**config.mk**
```make
export PLATFORM = sky130hd
export DESIGN_NAME = spd_phase_ctrl
export DESIGN_NICKNAME = d
export VERILOG_FILES = /design/src/spd_phase_ctrl.v /design/src/spd_delay_line.v
export VERILOG_INCLUDE_DIRS = /design/src
export SDC_FILE = /design/constraint.sdc
export NUM_CORES = 1
export LEC_CHECK = 0
export ABC_AREA = 1
export BUFFER_PORTS_ARGS = -buffer_cell sky130_fd_sc_hd__buf_2
export CORE_MARGIN = 1.5
export CORE_UTILIZATION = 59
export DETAILED_ROUTE_END_ITERATION = 10
export PLACE_DENSITY = 0.87
export SLEW_MARGIN = 25
export SYNTH_ARGS = -nofsm -noshare
export SYNTH_HDL_FRONTEND = slang
export SYNTH_HIERARCHICAL = 1
export SYNTH_SLANG_ARGS = --single-unit
```
**constraint.sdc**
```tcl
create_clock -name clk_i -period 5.9 [get_ports clk_i]
set_input_delay 1.18 -clock clk_i [delete_from_list [all_inputs] [get_ports clk_i]]
set_output_delay 1.18 -clock clk_i [all_outputs]
set_load 0.03 [all_outputs]
```
**src/spd_defines.vh**
```
// Register map, field positions and reset values of the phase delay control
`ifndef SPD_DEFINES_VH
`define SPD_DEFINES_VH

// Register byte offsets (register index times four)
`define SPD_IDX_CTRL      8'h00
`define SPD_IDX_DELAY     8'h04
`define SPD_IDX_RES       8'h05
`define SPD_IDX_RESET     8'h08
`define SPD_IDX_STATUS    8'h09
`define SPD_ADDR_CTRL     10'h000
`define SPD_ADDR_DELAY    10'h010
`define SPD_ADDR_RES      10'h014
`define SPD_ADDR_RESET    10'h020
`define SPD_ADDR_STATUS   10'h024

// Field positions
`define SPD_CTRL_EDGE     2
`define SPD_DELAY_EN      7
`define SPD_STAT_HALF     0
`define SPD_STAT_SYNC     1
`define SPD_STAT_RES_LO   2

// Reset values
`define SPD_CTRL_RST      8'h00
`define SPD_DELAY_RST     8'h00
`define SPD_RES_RST       2'h0

// Resolution codes and the reset command nibble
`define SPD_RES_16        2'h0
`define SPD_RES_32        2'h1
`define SPD_RES_64        2'h3
`define SPD_RESET_CMD     4'ha

// Phase accumulator width: one clock period spans up to 64 fine steps
`define SPD_PHASE_W       6
`define SPD_PERIOD_W      16

`endif

```
**src/spd_phase_ctrl.v**
```verilog
// Phase delay control of a line-locked clock generator, Wishbone slave
//
// Overview of operation
// RL1 - Delay equals period times selected over total
// RL2 - Resolution code selects 16, 32, 64 elements
// RL3 - Software keeps selected count within resolution
// RL4 - Software matches resolution to clock rate
// RL5 - Above 160 MHz software clears delay enable
// RL6 - Resolution loads only on reset command 0xA
// RL7 - Control bit 2 picks rising or falling
// RL8 - Half-rate clock fixed phase at sync fall
// RL9 - Negative half-rate output complements positive
// RL10 - Registers return to defaults at power-up
//
// Decided for this implementation: the register offsets and the Wishbone interface to the registers.
`timescale 1ns/1ps
`default_nettype none
`include "spd_defines.vh"

module spd_phase_ctrl
(
  // Clock and reset
  input  wire        clk_i,
  input  wire        rst_i,
  // Wishbone slave
  input  wire        cyc_i,
  input  wire        stb_i,
  input  wire        we_i,
  input  wire [9:0]  adr_i,
  input  wire [3:0]  sel_i,
  input  wire [31:0] dat_i,
  output reg  [31:0] dat_o,
  output reg         ack_o,
  // Sync input and measured clock period in system clocks
  input  wire        hsync_i,
  input  wire [15:0] clk_period_i,
  // Clock outputs
  output wire        regenerated_sync_output_o,
  output reg         half_clk_p_o,
  output wire        half_clk_n_o
);

  // Control registers
  reg [7:0] ctrl_q;
  reg [7:0] delay_q;
  reg [1:0] res_shadow_q;
  reg [1:0] res_work_q;

  // Sync synchroniser and edge detection
  reg       hs_meta_q;
  reg       hs_sync_q;
  reg       hs_prev_q;
  reg       out_prev_q;

  wire      req      = cyc_i & stb_i;
  // Writes land at the edge where the master samples ack high
  wire      wr_go    = req & we_i & ack_o;
  wire      edge_sel = ctrl_q[`SPD_CTRL_EDGE];

  // Total elements for a resolution code, as a shift amount
  function [2:0] res_shift;
    input [1:0] code;
    begin
      case (code)
        `SPD_RES_16: res_shift = 3'd4; // RL2
        `SPD_RES_32: res_shift = 3'd5; // RL2
        `SPD_RES_64: res_shift = 3'd6; // RL2
        default:     res_shift = 3'd4;
      endcase
    end
  endfunction

  // Selected count masked to the resolution; software keeps it in range,
  // masking only protects against a stray high bit
  function [5:0] sel_mask;
    input [1:0] code;
    input [5:0] cnt;
    begin
      case (code)
        `SPD_RES_32: sel_mask = cnt & 6'h1f;
        `SPD_RES_64: sel_mask = cnt & 6'h3f;
        default:     sel_mask = cnt & 6'h0f;
      endcase
    end
  endfunction

  // Offset = period * selected / total, in system clock cycles
  wire [5:0]  sel_cnt = sel_mask(res_work_q, delay_q[5:0]);
  wire [21:0] prod    = clk_period_i * sel_cnt; // RL1
  wire [21:0] shifted = prod >> res_shift(res_work_q); // RL1
  wire [15:0] delay_cycles = shifted[15:0];
  wire        delay_en = delay_q[`SPD_DELAY_EN]; // RL5

  // Register writes; power-up defaults via reset
  always @(posedge clk_i)
  begin
    if (rst_i)
    begin
      ctrl_q       <= `SPD_CTRL_RST; // RL10
      delay_q      <= `SPD_DELAY_RST; // RL10
      res_shadow_q <= `SPD_RES_RST; // RL10
      res_work_q   <= `SPD_RES_RST; // RL10
    end
    else if (wr_go && sel_i[0])
    begin
      case (adr_i)
        `SPD_ADDR_CTRL:  ctrl_q       <= dat_i[7:0];
        `SPD_ADDR_DELAY: delay_q      <= dat_i[7:0];
        `SPD_ADDR_RES:   res_shadow_q <= dat_i[1:0];
        `SPD_ADDR_RESET:
        begin
          if (dat_i[3:0] == `SPD_RESET_CMD)
            res_work_q <= res_shadow_q; // RL6
        end
        default: ;
      endcase
    end
  end

  // Wishbone answer: one wait state, unmapped reads return zero
  always @(posedge clk_i)
  begin
    if (rst_i)
    begin
      ack_o <= 1'b0;
      dat_o <= 32'h0000_0000;
    end
    else
    begin
      ack_o <= req & ~ack_o;
      dat_o <= 32'h0000_0000;
      if (req && !we_i && !ack_o)
      begin
        case (adr_i)
          `SPD_ADDR_CTRL:   dat_o <= {24'h00_0000, ctrl_q};
          `SPD_ADDR_DELAY:  dat_o <= {24'h00_0000, delay_q};
          `SPD_ADDR_RES:    dat_o <= {30'h0000_0000, res_shadow_q};
          `SPD_ADDR_STATUS:
            dat_o <= {28'h000_0000, res_work_q,
                      regenerated_sync_output_o, half_clk_p_o};
          default:          dat_o <= 32'h0000_0000;
        endcase
      end
    end
  end

  // Two-stage synchroniser for the external sync pin
  always @(posedge clk_i)
  begin
    if (rst_i)
    begin
      hs_meta_q <= 1'b0;
      hs_sync_q <= 1'b0;
      hs_prev_q <= 1'b0;
    end
    else
    begin
      hs_meta_q <= hsync_i;
      hs_sync_q <= hs_meta_q;
      hs_prev_q <= hs_sync_q;
    end
  end

  // Edge polarity: the reference edge starts the pulse
  wire hs_edge  = hs_sync_q ^ hs_prev_q;
  wire hs_level = hs_sync_q ^ edge_sel; // RL7

  spd_delay_line u_delay
  (
    .clk_i          (clk_i),
    .rst_i          (rst_i),
    .enable_i       (delay_en),
    .delay_cycles_i (delay_cycles),
    .sync_edge_i    (hs_edge),
    .sync_level_i   (hs_level),
    .sync_out_o     (regenerated_sync_output_o)
  );

  // Half-rate clock toggles freely but is forced to a known phase at
  // the fall of the regenerated sync, so odd feedback divides match even
  always @(posedge clk_i)
  begin
    if (rst_i)
    begin
      out_prev_q   <= 1'b0;
      half_clk_p_o <= 1'b0;
    end
    else
    begin
      out_prev_q <= regenerated_sync_output_o;
      if (out_prev_q && !regenerated_sync_output_o)
        half_clk_p_o <= 1'b0; // RL8
      else
        half_clk_p_o <= ~half_clk_p_o;
    end
  end

  assign half_clk_n_o = ~half_clk_p_o; // RL9

endmodule // spd_phase_ctrl

`default_nettype wire

```
**src/spd_delay_line.v**
```verilog
// Digital model of the tapped delay line: delays a sync edge by a phase
`timescale 1ns/1ps
`default_nettype none
`include "spd_defines.vh"

module spd_delay_line
(
  // Clock and reset
  input  wire                     clk_i,
  input  wire                     rst_i,
  // Control
  input  wire                     enable_i,
  input  wire [`SPD_PERIOD_W-1:0] delay_cycles_i,
  input  wire                     sync_edge_i,
  input  wire                     sync_level_i,
  // Output
  output reg                      sync_out_o
);

  reg [`SPD_PERIOD_W-1:0] cnt_q;
  reg                     busy_q;
  reg                     level_q;

  // Only one edge in flight; a new edge restarts the count, which is
  // acceptable since sync periods exceed any programmed delay
  always @(posedge clk_i)
  begin
    if (rst_i)
    begin
      cnt_q      <= {`SPD_PERIOD_W{1'b0}};
      busy_q     <= 1'b0;
      level_q    <= 1'b0;
      sync_out_o <= 1'b0;
    end
    else if (sync_edge_i)
    begin
      if (!enable_i || delay_cycles_i == {`SPD_PERIOD_W{1'b0}})
      begin
        sync_out_o <= sync_level_i;
        busy_q     <= 1'b0;
      end
      else
      begin
        cnt_q   <= delay_cycles_i;
        level_q <= sync_level_i;
        busy_q  <= 1'b1;
      end
    end
    else if (busy_q)
    begin
      if (cnt_q == {{(`SPD_PERIOD_W-1){1'b0}}, 1'b1})
      begin
        sync_out_o <= level_q;
        busy_q     <= 1'b0;
      end
      cnt_q <= cnt_q - {{(`SPD_PERIOD_W-1){1'b0}}, 1'b1};
    end
  end

endmodule // spd_delay_line

`default_nettype wire

```
==> impl_metrics.toml <==
[timing]
min_period_ps = 5470
max_freq_ghz = 0.183
rsz_0062_raised_after_global_routing = "no"
report.final.setup_viol = 0
worst_slew_pin_slew_ps = 695
post-route-period-util_pct = 92.6
relSlewSlack_pct = 53.6
drv_slew = 0
tns_ps = 0
final-hold-violation-count = 0
finalClockSkew_ps = 12.6

[synthesis]
share_of_the_synthesized_area_in_the_top_cell_type_pct = 17.8
synthesis.instances = 985
synthDominantAreaCellType = "fa_1"
fraction_of_the_yosys_area_taken_by_sequential_cells_pct = 16.5
synth_area_per_cell_sq_um = 6.53
synth-warning-count = 6
post_synth_edffs = 0
total_of_flip_flops_plus_latches_after_synthesis = 53
post_synth_num_cell_types = 43
synth.cell_area_sq_um = 6430
post_synth_main_area_contributors = "fa_1 (18%), dfxtp_1 (17%), nand2_1 (14%)"
async_flop_share_pct = 0
synth_common_cells = "nand2_1 (248), inv_1 (180), nor2_1 (112), nand3_1 (82), fa_1 (57)"
synth-main-ff-cell = "dfxtp_1"
synthMostInstantiatedCell = "nand2_1"

[pwr]
power_density_nw_per_um2 = 98.3
cellInternalPower_uw = 470
highest_ir_drop_seen_on_vdd_mv = 0.128
pwr-share-comb_pct = 12.1
power.clock.fraction_pct = 33.5
p_leak_nw = 3.65
seqPwrFrac_pct = 54.4
power.switching_fraction_pct = 29.3
power.total_uw = 665
total_switching_power_uw = 195

[floorplanning]
design.die.area_sq_um = 11500
die_x_um = 107
y_dimension_of_the_die_um = 107
io-pin-count = 104
core_area_sq_um = 10500
initial_core_utilization_pct = 61.4
rows = 37

[route]
vias = 6014
avgViaCountPerCell = 5.18
antenna_left = 0
detailedRoute.firstIterationViolations = 365
wire_per_inst_um = 12.2
post_detailed_route_drc_marker_count = 0
dr_pass1_iterations = 5
route.final.wire_length_um = 14200

[cts]
clk_latency_ps = 320
clock_slew_at_reported_path_ffs_ps = 100
cts-root-to-sink-buffers = 2
cts.repair.resized = 0
clk_root_buffer_cell = "clkbuf_8"
htreeDepth = 2
cts.hold.buffers_added = 0
cts.sink_count = 53
cts_tree = "yes"
cts_setup_buffers = 0
numCtsBuffers = 5

[status]
result_of_the_run = "finished clean"

[worst_setup_path]
crit_fanout = 21
setup.worst_path.end_class = "flip-flop"
arrival_ps = 5680
worstSetupStartpointType = "input port"
timing.setup.critical_path_class = "in2reg"
crit_required_ps = 6110

[placement]
detailed_place_hpwl_um = 11500
buffer_ports.inserted = 52
place_congestion = 0.939
postPlaceCellArea_sq_um = 6670

[grt]
globalRouteOverflowTotal = 0
via_count_of_the_first_global_routing_pass = 5781
globalRouteTotalUtil_pct = 26.1
first_pass_grt_wire_length_um = 24700
antenna_found_initial = 0
grt_max_degree = 23

[final_layout]
layout-area-overhead-vs-synth_pct = 5.22
fraction_of_final_layout_cells_sized_beyond_drive_strength_1_pct = 10.8
n_fill_cell = 985
area_of_the_multi_input_gates_sq_um = 4410
final_cell_area_sq_um = 6760
finalNetCount = 1179
n_antenna_cell = 0
ff_latch_area_sq_um = 1060

[min_path]
worst_hold_path_type = "reg2reg"

[run]
drv_cap = 0
[layer usage]
metal  track usage, %  vias to the layer above  routed length (um)
met5                0                        -                   0
met4             7.42                        0                 291
met3             3.45                       30                 767
met2             46.8                      199                6920
met1             32.9                     2731                6250
li1                 -                     3054                   -
[worst paths after layout]
path	from	to	slack (ps)	depth (start not counted)
worst max-delay path	clk_period_i[2]	u_delay/cnt_q[14]	430	28
worst min-delay path	hs_meta_q	hs_sync_q	420	2
worst max register to register	res_work_q[0]	u_delay/cnt_q[14]	470	27
worst min register to register	hs_meta_q	hs_sync_q	420	2
[placed cells by master (no fill, tap or decap), drive strengths merged]
cell type,instances
o31ai,1
a21oi,55
ha,29
fa,57
or2,6
xor2,8
a31oi,1
nand3,84
nand4,6
clkbuf,5
xnor2,5
o21ai,37
dfxtp,53
conb,24
a21boi,1
nand2,259
nor2,120
inv,186
mux2i,2
o21bai,2
buf,60
clkinv,3
o22ai,3
a211oi,3
nor4,4
nand3b,4
nor3,8
[critical path, stage by stage]
cell and delay [ps]:
buf_2 130, inv_1 70, nor2_1 60, fa_1 540
inv_1 60, fa_1 500, fa_1 550, inv_1 40
ha_1 350, a21oi_1 220, nand2_1 140, nand2_1 80
nand2_1 120, or2_2 320, nand2_1 70, nand2_1 40
nand3_1 100, nand2_1 70, nor2_1 100, nand2_1 50
nor2_1 120, nand2_1 110, nand2_4 100, nand2_4 140
clkinv_2 200, nand2_1 80, nand3_1 80, inv_1 40
[cell type report]
cell class,count,share of cell area [%]
clock buffer,5,1.02
sequential,53,15.7
timing repair buffer,60,4.74
multi-input combinational,719,65.3
inverter,186,10.4
tap,136,2.52
clock inverter,3,0.426
[per-stage QoR]
stage / hold WS [ps] / utilization (%) / cells / setup slack, ps
finish: 417 / 64.6 / 1162 / 434
global route: 430 / 64.6 / 1162 / 0.812
CTS: 411 / 64.6 / 1162 / 471
detailed placement: 396 / 63.7 / 1154 / 147
global placement: 393 / 63.7 / 1154 / 215
floorplan: 388 / - / 1008 / 797
[logic make-up (layout without fill, tap and decap cells)]
family / Yosys count / in the layout / synth area share (%)
simple gates: 491 / 491 / 33.1
fa+ha+maj: 86 / 86 / 23.4
xor+xnor: 13 / 13 / 1.77
other cells: 1 / 24 / 0.0583
compound gates: 103 / 103 / 8.72
flops: 53 / 53 / 16.5
buf+inv: 236 / 254 / 16.2
mux: 2 / 2 / 0.311
[state kept, by name, summed over array words and instances, names as in the netlist, 2 cells and up]
register	count
u_delay/cnt_q	16
dat_o	8
ctrl_q	8
res_shadow_q	2
res_work_q	2
delay_q	8
[power groups by stage]
| stage | logic [mW] | registers (mW) | clock network (mW) |
|---|---|---|---|
| floorplan | 0.0597 | 0.372 | 0 |
| global placement | 0.0791 | 0.370 | 0 |
| detailed placement | 0.0798 | 0.370 | 0 |
| CTS | 0.0801 | 0.362 | 0.223 |
| global route | 0.0887 | 0.362 | 0.237 |
| finish | 0.0805 | 0.362 | 0.222 |
Power figures use the tool's default switching activity.
